File: src/pcs_pkg.sv
/*
 * Constants and types shared by the program counter and return stack.
 * Assumes a single core clock and an 8-bit software register port.
 */
`default_nettype none

package pcs_pkg;

	localparam int unsigned PC_W = 21;
	localparam int unsigned PTR_W = 5;
	localparam int unsigned STACK_DEPTH = 31;
	localparam int unsigned ADDR_W = 4;
	localparam int unsigned DATA_W = 8;

	// software register offsets
	localparam logic [3:0] OFS_LOW = 4'h0;
	localparam logic [3:0] OFS_HLAT = 4'h1;
	localparam logic [3:0] OFS_ULAT = 4'h2;
	localparam logic [3:0] OFS_TOPL = 4'h3;
	localparam logic [3:0] OFS_TOPH = 4'h4;
	localparam logic [3:0] OFS_TOPU = 4'h5;
	localparam logic [3:0] OFS_SPTR = 4'h6;

	// stack pointer register fields
	localparam int unsigned SPTR_FULL_BIT = 7;
	localparam int unsigned SPTR_OVF_BIT = 6;
	localparam int unsigned SPTR_UNF_BIT = 5;

	// reset values and fixed addresses
	localparam logic [20:0] PC_RST = 21'h000000;
	localparam logic [20:0] PC_STEP = 21'h000002;
	localparam logic [20:0] VEC_HIGH = 21'h000008;
	localparam logic [20:0] VEC_LOW = 21'h000018;
	localparam logic [4:0] PTR_RST = 5'h00;
	localparam logic [4:0] PTR_MAX = 5'h1f;
	localparam logic [7:0] HLAT_RST = 8'h00;
	localparam logic [4:0] ULAT_RST = 5'h00;

	// byte masks of a stack entry
	localparam logic [20:0] MASK_LOW = 21'h0000ff;
	localparam logic [20:0] MASK_HIGH = 21'h00ff00;
	localparam logic [20:0] MASK_UPPER = 21'h1f0000;

	typedef enum logic [6:0] {
		OP_NONE = 7'b0000001,
		OP_STEP = 7'b0000010,
		OP_SWPC = 7'b0000100,
		OP_JUMP = 7'b0001000,
		OP_CALL = 7'b0010000,
		OP_RET = 7'b0100000,
		OP_INT = 7'b1000000
	} pcs_op_e;

endpackage

`default_nettype wire

File: src/pcs_stack_mem.sv
/*
 * Return stack storage: entries held in flip-flops, one masked write port
 * and one combinational read port at the stack pointer; a push writes the slot one above it.
 * Assumes pointer value zero has no entry behind it and reads as zero.
 */
`default_nettype none

module pcs_stack_mem #(
	parameter int unsigned DEPTH = 31,
	parameter int unsigned WIDTH = 21,
	parameter int unsigned IDX_W = 5
) (
	input wire logic ref_clk_i,
	input wire logic wr_en_i,
	input wire logic [IDX_W-1:0] wr_idx_i,
	input wire logic [WIDTH-1:0] wr_data_i,
	input wire logic [WIDTH-1:0] wr_mask_i,
	input wire logic [IDX_W-1:0] rd_idx_i,
	output logic [WIDTH-1:0] rd_data_o
);

	logic [WIDTH-1:0] mem_q [DEPTH];
	logic [WIDTH-1:0] mem_d [DEPTH];
	logic [IDX_W-1:0] wr_slot;
	logic [IDX_W-1:0] rd_slot;

	assign wr_slot = IDX_W'(wr_idx_i - 1'b1);
	assign rd_slot = IDX_W'(rd_idx_i - 1'b1);

	////////////////////////////////////////////////////////////////////////
	// masked write, index zero has no storage
	always_comb begin
		mem_d = mem_q;
		if (wr_en_i && wr_idx_i != '0) begin
			mem_d[wr_slot] = (mem_q[wr_slot] & ~wr_mask_i) |
				(wr_data_i & wr_mask_i);
		end
	end

	always_ff @(posedge ref_clk_i) begin
		mem_q <= mem_d;
	end

	////////////////////////////////////////////////////////////////////////
	// addressed entry
	always_comb begin
		if (rd_idx_i == '0) begin
			rd_data_o = '0;
		end else begin
			rd_data_o = mem_q[rd_slot];
		end
	end

endmodule

`default_nettype wire

File: src/pcs_core.sv
/*
 * Program counter with high/upper latches and a hardware return stack.
 * Assumes the core raises at most the operation strobes it means in a
 * cycle and that pushes already see the counter past the calling word.
 */
// The register addresses and strobed register access were decided locally.
`default_nettype none

module pcs_core
	import pcs_pkg::*;
#(
	parameter int unsigned DEPTH = STACK_DEPTH
) (
	input wire logic ref_clk_i,
	input wire logic rst_n_i,
	input wire logic advance_i,
	input wire logic jump_i,
	input wire logic [PC_W-1:0] jump_addr_i,
	input wire logic call_i,
	input wire logic [PC_W-1:0] call_addr_i,
	input wire logic ret_i,
	input wire logic int_ack_i,
	input wire logic int_high_i,
	input wire logic [ADDR_W-1:0] addr_i,
	input wire logic [DATA_W-1:0] wr_data_i,
	input wire logic wr_i,
	input wire logic rd_i,
	output logic [DATA_W-1:0] rd_data_o,
	output logic [PC_W-1:0] fetch_addr_o,
	output logic [PTR_W-1:0] stack_ptr_o,
	output logic stack_full_o,
	output logic stack_overflow_o,
	output logic stack_underflow_o
);

	pcs_op_e op;
	logic [PC_W-1:0] pc_q, pc_d;
	logic [7:0] hlat_q, hlat_d;
	logic [4:0] ulat_q, ulat_d;
	logic [PTR_W-1:0] ptr_q, ptr_d;
	logic full_q, full_d;
	logic ovf_q, ovf_d;
	logic unf_q, unf_d;
	logic [DATA_W-1:0] rdata_q, rdata_d;
	logic ovf_set, unf_set;
	logic stack_op;
	logic sptr_wr;
	logic mem_we;
	logic [PTR_W-1:0] mem_idx;
	logic [PC_W-1:0] mem_wdata;
	logic [PC_W-1:0] mem_wmask;
	logic [PC_W-1:0] top_entry;
	logic [7:0] pc_mid;
	logic [4:0] pc_top;

	assign pc_mid = pc_q[15:8];
	assign pc_top = pc_q[20:16];

	////////////////////////////////////////////////////////////////////////
	// operation select, interrupt, return, call and jump win over software; a software low-byte write wins over a step
	always_comb begin
		if (int_ack_i) begin
			op = OP_INT;
		end else if (ret_i) begin
			op = OP_RET;
		end else if (call_i) begin
			op = OP_CALL;
		end else if (jump_i) begin
			op = OP_JUMP;
		end else if (wr_i && addr_i == OFS_LOW) begin
			op = OP_SWPC;
		end else if (advance_i) begin
			op = OP_STEP;
		end else begin
			op = OP_NONE;
		end
	end

	// software stack and pointer writes yield to a push or pop in the same cycle
	assign stack_op = (op == OP_INT) || (op == OP_CALL) ||
		(op == OP_RET);
	assign sptr_wr = wr_i && addr_i == OFS_SPTR && !stack_op;

	////////////////////////////////////////////////////////////////////////
	// counter and stack pointer next state
	always_comb begin
		pc_d = pc_q;
		ptr_d = ptr_q;
		ovf_set = 1'b0;
		unf_set = 1'b0;
		mem_we = 1'b0;
		mem_idx = ptr_q;
		mem_wdata = pc_q;
		mem_wmask = '1;
		unique case (op)
			OP_INT: begin
				if (ptr_q == PTR_MAX) begin
					ovf_set = 1'b1;
				end else begin
					ptr_d = PTR_W'(ptr_q + 1'b1);
					mem_we = 1'b1;
					mem_idx = PTR_W'(ptr_q + 1'b1);
				end
				pc_d = int_high_i ? VEC_HIGH : VEC_LOW;
			end
			OP_CALL: begin
				if (ptr_q == PTR_MAX) begin
					ovf_set = 1'b1;
				end else begin
					ptr_d = PTR_W'(ptr_q + 1'b1);
					mem_we = 1'b1;
					mem_idx = PTR_W'(ptr_q + 1'b1);
				end
				pc_d = call_addr_i;
			end
			OP_RET: begin
				pc_d = top_entry;
				if (ptr_q == PTR_RST) begin
					unf_set = 1'b1;
				end else begin
					ptr_d = PTR_W'(ptr_q - 1'b1);
				end
			end
			OP_JUMP: begin
				pc_d = jump_addr_i;
			end
			OP_SWPC: begin
				pc_d = {ulat_q, hlat_q, wr_data_i};
			end
			OP_STEP: begin
				pc_d = PC_W'(pc_q + PC_STEP);
			end
			OP_NONE: begin
			end
		endcase
		if (!stack_op) begin
			if (sptr_wr) begin
				ptr_d = wr_data_i[PTR_W-1:0];
			end
			if (wr_i && ptr_q != PTR_RST) begin
				mem_wdata = {wr_data_i[4:0], wr_data_i, wr_data_i};
				if (addr_i == OFS_TOPL) begin
					mem_we = 1'b1;
					mem_wmask = MASK_LOW;
				end else if (addr_i == OFS_TOPH) begin
					mem_we = 1'b1;
					mem_wmask = MASK_HIGH;
				end else if (addr_i == OFS_TOPU) begin
					mem_we = 1'b1;
					mem_wmask = MASK_UPPER;
				end
			end
		end
		pc_d[0] = 1'b0;
	end

	////////////////////////////////////////////////////////////////////////
	// status bits: set wins over a software clear
	always_comb begin
		ovf_d = ovf_q;
		unf_d = unf_q;
		if (sptr_wr && !wr_data_i[SPTR_OVF_BIT]) begin
			ovf_d = 1'b0;
		end
		if (sptr_wr && !wr_data_i[SPTR_UNF_BIT]) begin
			unf_d = 1'b0;
		end
		if (ovf_set) begin
			ovf_d = 1'b1;
		end
		if (unf_set) begin
			unf_d = 1'b1;
		end
		full_d = (ptr_d == PTR_MAX);
	end

	////////////////////////////////////////////////////////////////////////
	// latches: a low byte read copies, a latch write loads
	always_comb begin
		hlat_d = hlat_q;
		ulat_d = ulat_q;
		if (wr_i && addr_i == OFS_HLAT) begin
			hlat_d = wr_data_i;
		end
		if (wr_i && addr_i == OFS_ULAT) begin
			ulat_d = wr_data_i[4:0];
		end
		if (rd_i && addr_i == OFS_LOW) begin
			hlat_d = pc_mid;
			ulat_d = pc_top;
		end
	end

	////////////////////////////////////////////////////////////////////////
	// read data, one cycle after the read strobe
	always_comb begin
		rdata_d = '0;
		if (rd_i) begin
			unique case (addr_i)
				OFS_LOW: rdata_d = pc_q[7:0];
				OFS_HLAT: rdata_d = hlat_q;
				OFS_ULAT: rdata_d = {3'h0, ulat_q};
				OFS_TOPL: rdata_d = top_entry[7:0];
				OFS_TOPH: rdata_d = top_entry[15:8];
				OFS_TOPU: rdata_d = {3'h0, top_entry[20:16]};
				OFS_SPTR: rdata_d = {full_q, ovf_q, unf_q, ptr_q};
				default: rdata_d = '0;
			endcase
		end
	end

	////////////////////////////////////////////////////////////////////////
	// registers
	always_ff @(posedge ref_clk_i) begin
		if (!rst_n_i) begin
			pc_q <= PC_RST;
			hlat_q <= HLAT_RST;
			ulat_q <= ULAT_RST;
			ptr_q <= PTR_RST;
			full_q <= 1'b0;
			ovf_q <= 1'b0;
			unf_q <= 1'b0;
			rdata_q <= '0;
		end else begin
			pc_q <= pc_d;
			hlat_q <= hlat_d;
			ulat_q <= ulat_d;
			ptr_q <= ptr_d;
			full_q <= full_d;
			ovf_q <= ovf_d;
			unf_q <= unf_d;
			rdata_q <= rdata_d;
		end
	end

	assign fetch_addr_o = pc_q;
	assign stack_ptr_o = ptr_q;
	assign stack_full_o = full_q;
	assign stack_overflow_o = ovf_q;
	assign stack_underflow_o = unf_q;
	assign rd_data_o = rdata_q;

	////////////////////////////////////////////////////////////////////////
	// return stack storage
	pcs_stack_mem #(
		.DEPTH(DEPTH),
		.WIDTH(PC_W),
		.IDX_W(PTR_W)
	) u_mem (
		.ref_clk_i(ref_clk_i),
		.wr_en_i(mem_we),
		.wr_idx_i(mem_idx),
		.wr_data_i(mem_wdata),
		.wr_mask_i(mem_wmask),
		.rd_idx_i(ptr_q),
		.rd_data_o(top_entry)
	);
endmodule

`default_nettype wire

File: config.mk
export PLATFORM = sky130hd
export DESIGN_NAME = pcs_core
export DESIGN_NICKNAME = d
export VERILOG_FILES = /design/src/pcs_pkg.sv /design/src/pcs_stack_mem.sv /design/src/pcs_core.sv
export SDC_FILE = /design/constraint.sdc
export NUM_CORES = 1
export LEC_CHECK = 0
export ABC_CLOCK_PERIOD_IN_PS = 5660
export BUFFER_PORTS_ARGS = -buffer_cell sky130_fd_sc_hd__buf_4
export CORE_UTILIZATION = 59
export CTS_BUF_LIST = sky130_fd_sc_hd__clkbuf_4 sky130_fd_sc_hd__clkbuf_8
export DETAILED_ROUTE_END_ITERATION = 7
export GPL_TIMING_DRIVEN = 1
export PLACE_DENSITY = 0.84
export SYNTH_ARGS = -nofsm -noshare
export SYNTH_HDL_FRONTEND = slang
export SYNTH_SLANG_ARGS = --single-unit
File: constraint.sdc
create_clock -name ref_clk_i -period 5.66 [get_ports ref_clk_i]
set_input_delay 1.415 -clock ref_clk_i [delete_from_list [all_inputs] [get_ports ref_clk_i]]
set_output_delay 1.415 -clock ref_clk_i [all_outputs]
set_load 0.005 [all_outputs]
Word level (Yosys, flattened, before mapping) --
Index checks and enable logic that the tools add are counted. Widths: inputs -> output; s select.
Cells by class: equal/unequal tests 14, $add $sub $neg 4, bitwise logic cells 6, order comparisons 3, muxes and demuxes 51, reductions and logical operators 27
Operators with widths (count):
- $bwmux 651 | 1
- $mux 21 | 12
- $bmux 21 s5 | 2
- $pmux 21 s6 | 1
- $demux 21 s5 | 1
- $pmux 8 s7 | 1
- $mux 5 | 9
- $and 21x21->21 | 2
- $add 21x2->21 const B | 1
- $not 21->21 | 1
- $or 21x21->21 | 1
- $mux 16 | 1
- $mux 8 | 2
- $mux 1 | 15
- $eq 4x3->1 const B | 3
- $ge 6x6->1 const B | 2
- $not 5->6 | 2
- $logic_and 1x1->1 | 11
- $eq 5x5->1 const B | 2
- $pmux 5 s2 | 1
- $reduce_bool 5->1 | 2
- $sub 5x1->5 const B | 2
- $eq 4x2->1 const B | 2
- $reduce_bool 2->1 | 4
- 21 further kinds | 24
Storage, ports and cells: logic and storage cells 145, bits in registers 701, output and inout bits 37

Longest topological paths before layout --
word-level depth 18, depth in mapped cells 19, depth with buffers taken out 14

Cells and area by module --
A second synthesis with hierarchy kept.
Unflattened totals: cell total of the unflattened synthesis 2243, area total of the unflattened synthesis 34446.8 um^2
Modules (own cells, without submodules):
- pcs_stack_mem | area each 31066.0 um^2, cells an instance 1793, times used 1
- pcs_core | area each 3380.7 um^2, cells an instance 450, times used 1

Worst setup path after synthesis --
OpenSTA, ideal clock, no wires.
path type input to register, from in ret_i, to reg u_mem.mem_q[108] in the netlist's numbering (data pin), arrival 5.426 ns, setup time 0.392 ns, buffers on the path 5, setup slack -0.157 ns, stages 13, cells stage by stage and2b_2 > o21ai_4 > xnor2_4 > buf_2 > clkbuf_1 > ha_1 > clkinv_1 > clkbuf_1 > clkbuf_1 > clkbuf_1 > mux4_2 > a22oi_1 > a31oi_1
On the way: word-level cells in the longest chain between the ends 13, elaborated cells on any way between the ends 26
Ends and longest elaborated chain:
- from (decl) | RTL line pcs_core.sv:21 | input wire logic ret_i,
- $mux 6 * | RTL line pcs_core.sv:64 | end else if (ret_i) begin
- $mux 7 * | RTL line pcs_core.sv:62 | if (int_ack_i) begin
- $eq 7x7->1 / $eq 7x5->1 (equally long branches) | RTL line pcs_core.sv:80, pcs_core.sv:95
- $reduce_or 2->1 (no line)
- $mux 5
- $sub 5x1->5 | RTL line pcs_stack_mem.sv:27 | assign wr_slot = IDX_W'(wr_idx_i - 1'b1);
- $not 5->6 | RTL line pcs_stack_mem.sv:35 | mem_d[wr_slot] = (mem_q[wr_slot] & ~wr_mask_i) |
- $bmux 21 s5 | RTL line pcs_stack_mem.sv:35
- $mux 21 (not written as such) (2 in a row) | RTL line pcs_stack_mem.sv:35
- $and 21x21->21 | RTL line pcs_stack_mem.sv:35
- $or 21x21->21 | RTL line pcs_stack_mem.sv:35
- $bwmux 651 * | RTL line pcs_stack_mem.sv:35
- to (signal assigned) | RTL line pcs_stack_mem.sv:41 | mem_q <= mem_d;
- to (decl) | RTL line pcs_stack_mem.sv:22 | logic [WIDTH-1:0] mem_q [DEPTH];
Every way passes the cells marked *; elsewhere a longest branch is shown, timed or not. The select of a mux whose other input is x is not followed. A chain may end at the register's enable or synchronous reset.

Worst setup path in the final report --
from reg ptr_q[1], in the netlist stack_ptr_o[1], to reg u_mem.mem_q[263] in the netlist's numbering (data pin)
On the way: word-level cells in the longest chain between the ends 11, elaborated cells on any way between the ends 25
Ends and longest elaborated chain:
- from (decl) | RTL line pcs_core.sv:40 | logic [PTR_W-1:0] ptr_q, ptr_d;
- from (signal assigned) | RTL line pcs_core.sv:228 | ptr_q <= ptr_d;
- $add 5x1->5 / $eq 5x5->1 (equally long branches)
- $mux 5 | RTL line pcs_core.sv:97, pcs_core.sv:107
- $mux 5
- $sub 5x1->5 | RTL line pcs_stack_mem.sv:27
- $not 5->6 | RTL line pcs_stack_mem.sv:35
- $bmux 21 s5 | RTL line pcs_stack_mem.sv:35
- $mux 21 (not written as such) (2 in a row) | RTL line pcs_stack_mem.sv:35
- $and 21x21->21 | RTL line pcs_stack_mem.sv:35
- $or 21x21->21 | RTL line pcs_stack_mem.sv:35
- $bwmux 651 * | RTL line pcs_stack_mem.sv:35
Marks and branches as above.

==> metrics.md <==
| Metric | Value |
|---|---|
| Status | `finished clean` |
| Design Area, Final | `0.03868 mm2` |
| Port buffer count | `97` |
| Syn Inst Count | `2040` |
| Vias in the first global route | `23410` |
| Final setup viols | `0` |
| CTS tree | `yes` |
| Antenna viol nets, final | `0` |
| Mapped Avg Cell Area | `16.68 um2` |
| Routed WL per cell | `35.56 um` |
| Sequential share of power | `0.402` |
| Via count | `23580` |
| Filler cell count | `3430` |
| Area Overhead vs Synth | `13.70%` |
| Part of the cycle the worst path needs | `0.9297` |
| Post-DR vias/cell | `7.635` |
| Commonest non-fill, non-tap cells in the layout | `edfxtp_1 (651), mux4_2 (303), buf_4 (222), nand2_1 (170), clkbuf_8 (109)` |
| Worst vdd ir | `235.4 uV` |
| Internal power | `0.01011 W` |
| Slew Limit Fails | `0` |
| Die W | `242.1 um` |
| Sw frac | `0.3286` |
| Initial Utilization | `0.5998` |
| Unrepaired setup endpoints after global routing | `no` |
| Clock root buffer | `clkbuf_8` |
| Psw | `0.004946 W` |
| DP HPWL | `68.06 mm` |
| EDFF count, synth | `651` |
| Total leakage power | `12.82 nW` |
| Slew HR | `0.1793` |
| H-tree depth | `3` |
| TritonRoute pass-1 iters | `8` |
| Worst Path Max Fanout | `31` |
| Final Hold Violating Endpoints | `0` |
| DRC viols | `0` |
| CP cell instances | `ha_1, nand4_1, nor2b_1, nor2_1, a21o_1, inv_1, ha_1, inv_1, nand3_1, o22ai_2, buf_4, a22oi_1, nand2_1, a2bb2oi_2` |
| First-pass GRT wire length | `158.4 mm` |
| Drt first-iter violations | `3926` |
| Routability Congestion | `0.9859` |
| Crit path required time | `6.01 ns` |
| Slowest CP cell | `a2bb2oi_2` |
| Gate power share | `0.316` |
| Post-synthesis sequential area ratio | `0.6035` |
| Initial antenna violation count | `3` |
| Worst-path clk slew | `0.07 ns` |
| Gr usage total | `0.3778` |
| Setup bufs post-CTS | `0` |
| Worst slack, placed | `0.02130 ns` |
| Post-CTS Hold Fix Bufs | `0` |
| Clock tree buffer depth | `3` |
| Commonest non-fill, non-tap cell in the layout | `edfxtp_1` |
| Clk_lat worst skew | `0.75 ns` |
| Die extent in y | `242.1 um` |
| Mapped cell area | `0.03402 mm2` |
| Clk sinks | `700` |
| Clock Skews | `0.04642 ns` |
| Final worst slack | `0.3980 ns` |
| Core area | `0.05671 mm2` |
| MaxCap Viol Count | `0` |
| CP Class | `reg -> reg` |
| Max stage delay on crit path | `0.89 ns` |
| Worst path arrival time | `5.61 ns` |
| Delay-heaviest family, CP | `compound AO/OA/AOI/OAI gates` |
| Total grt overflow | `0` |
| CTS Buf Count | `108` |
| Clock power share | `0.282` |
| CP bufs+invs | `3` |
| Number of distinct library cells after synthesis | `73` |
| Power Density | `389.2 mW/mm2` |
| CTS resizes | `0` |
| Syn Nets | `2112` |
| Crit end category | `flop` |
| Die ar. | `0.05862 mm2` |
| Min Tclk post-route | `5.262 ns` |
| Total chip power | `0.01505 W` |
| Max Clk Rate | `190.0 MHz` |
| Nets | `2309` |
| Worst-Margin Slew | `1.223 ns` |
| Synth async-reset ratio | `0` |
| Min-Delay Path Class | `reg -> reg` |
| Core Rows | `87` |
| Fin Hold WS | `0.5253 ns` |
| Final core utilization | `0.6820` |
| Worst setup SP type | `flop` |
| Synth Flop Type | `edfxtp_1` |
| Share of cells above drive strength 1 | `0.3422` |
| YS warnings | `0` |
| Num ports | `101` |
| #FFs+latches synth | `700` |
| Largest net degree at the start of global routing | `77` |
| Post-DP Area | `0.03653 mm2` |
| Final wirelength | `109.8 mm` |
==> registers in the layout (all words and copies together) (netlist names) <==
| signal | count |
|---|---|
| fetch_addr_o | 20 |
| stack_underflow_o | 1 |
| stack_ptr_o | 5 |
| ulat_q | 5 |
| stack_full_o | 1 |
| hlat_q | 8 |
| u_mem.mem_q | 651 |
| rd_data_o | 8 |
| stack_overflow_o | 1 |
==> kinds of logic (layout without fill, tap and decap cells) <==
group	Yosys count	count (layout)	synth area share
fa+ha+maj	8	8	0.002943
xor+xnor	24	24	0.006731
mux	407	407	0.2371
other cells	1	4	0.0001102
compound gates	353	353	0.07533
simple gates	386	386	0.05146
buf+inv	161	450	0.02288
flops	700	700	0.6035
==> cells in the mapped netlist, types with 15 or more instances <==
master    count  share of area
edfxtp_1    651           0.57
mux4_2      303           0.20
nand2_1     170          0.019
clkbuf_1     84         0.0093
nor2_1       81         0.0089
mux2i_1      79          0.023
o21ai_0      56         0.0082
a21oi_1      54         0.0079
dfxtp_1      49          0.029
a22oi_1      47          0.010
and3_1       39         0.0072
buf_2        39         0.0057
nand3_1      39         0.0057
a222oi_1     25         0.0074
a32oi_1      22         0.0057
o22ai_1      19         0.0035
a22o_1       18         0.0046
a311oi_1     15         0.0039
==> through the flow <==
| step | setup TNS, ns | std cells |
|---|---|---|
| after detailed placement | 0 | 2883 |
| after global routing | 0 | 3086 |
| final | 0 | 3088 |
| after global placement | 0 | 2883 |
| after CTS | 0 | 3085 |
| after floorplan | -2.007 | 2040 |
==> final timing paths <==
check	from	end	slack, ns	cells past startpoint
worst max-delay path	stack_ptr_o[1]	u_mem.mem_q[263]	0.40	14
worst min-delay path	hlat_q[7]	hlat_q[7]	0.53	2
worst max register to register	stack_ptr_o[1]	u_mem.mem_q[263]	0.40	14
worst min register to register	hlat_q[7]	hlat_q[7]	0.53	2
==> tightest hold or removal path, cell delays in order (launching register included) <==
cell and delay, ns:
dfxtp_1 0.32, nor2_1 0.10, a311oi_1 0.05
==> final cells by class <==
type                            instances  area [um2]  area share
Antenna cell                            3       7.507   0.0001941
Timing Repair Buffer                  238        1987     0.05137
Clock inverter                         68       444.2     0.01148
Sequential cell                       700       20530      0.5309
Inverter                               10       55.05    0.001423
Tap cell                              756       945.9     0.02446
Multi-Input combinational cell       1179       13020      0.3365
Clock buffer                          134        1688     0.04364
==> power groups by stage <==
stage / clock network (W) / logic [W] / registers (W)
CTS: 0.00424 / 0.00461 / 0.00605
floorplan: 0 / 0.00307 / 0.00610
detailed placement: 0 / 0.00458 / 0.00616
global placement: 0 / 0.00450 / 0.00613
finish: 0.00424 / 0.00475 / 0.00606
global route: 0.00445 / 0.00488 / 0.00606
==> per-layer routing <==
metal	share of wire	GRT usage	wire (um)
met1	0.31	0.4621	33780
met5	0.00018	0.001634	20
met4	0.076	0.2576	8396
met2	0.45	0.5609	49170
met3	0.17	0.1429	18450
Power figures use the tool's default switching activity.
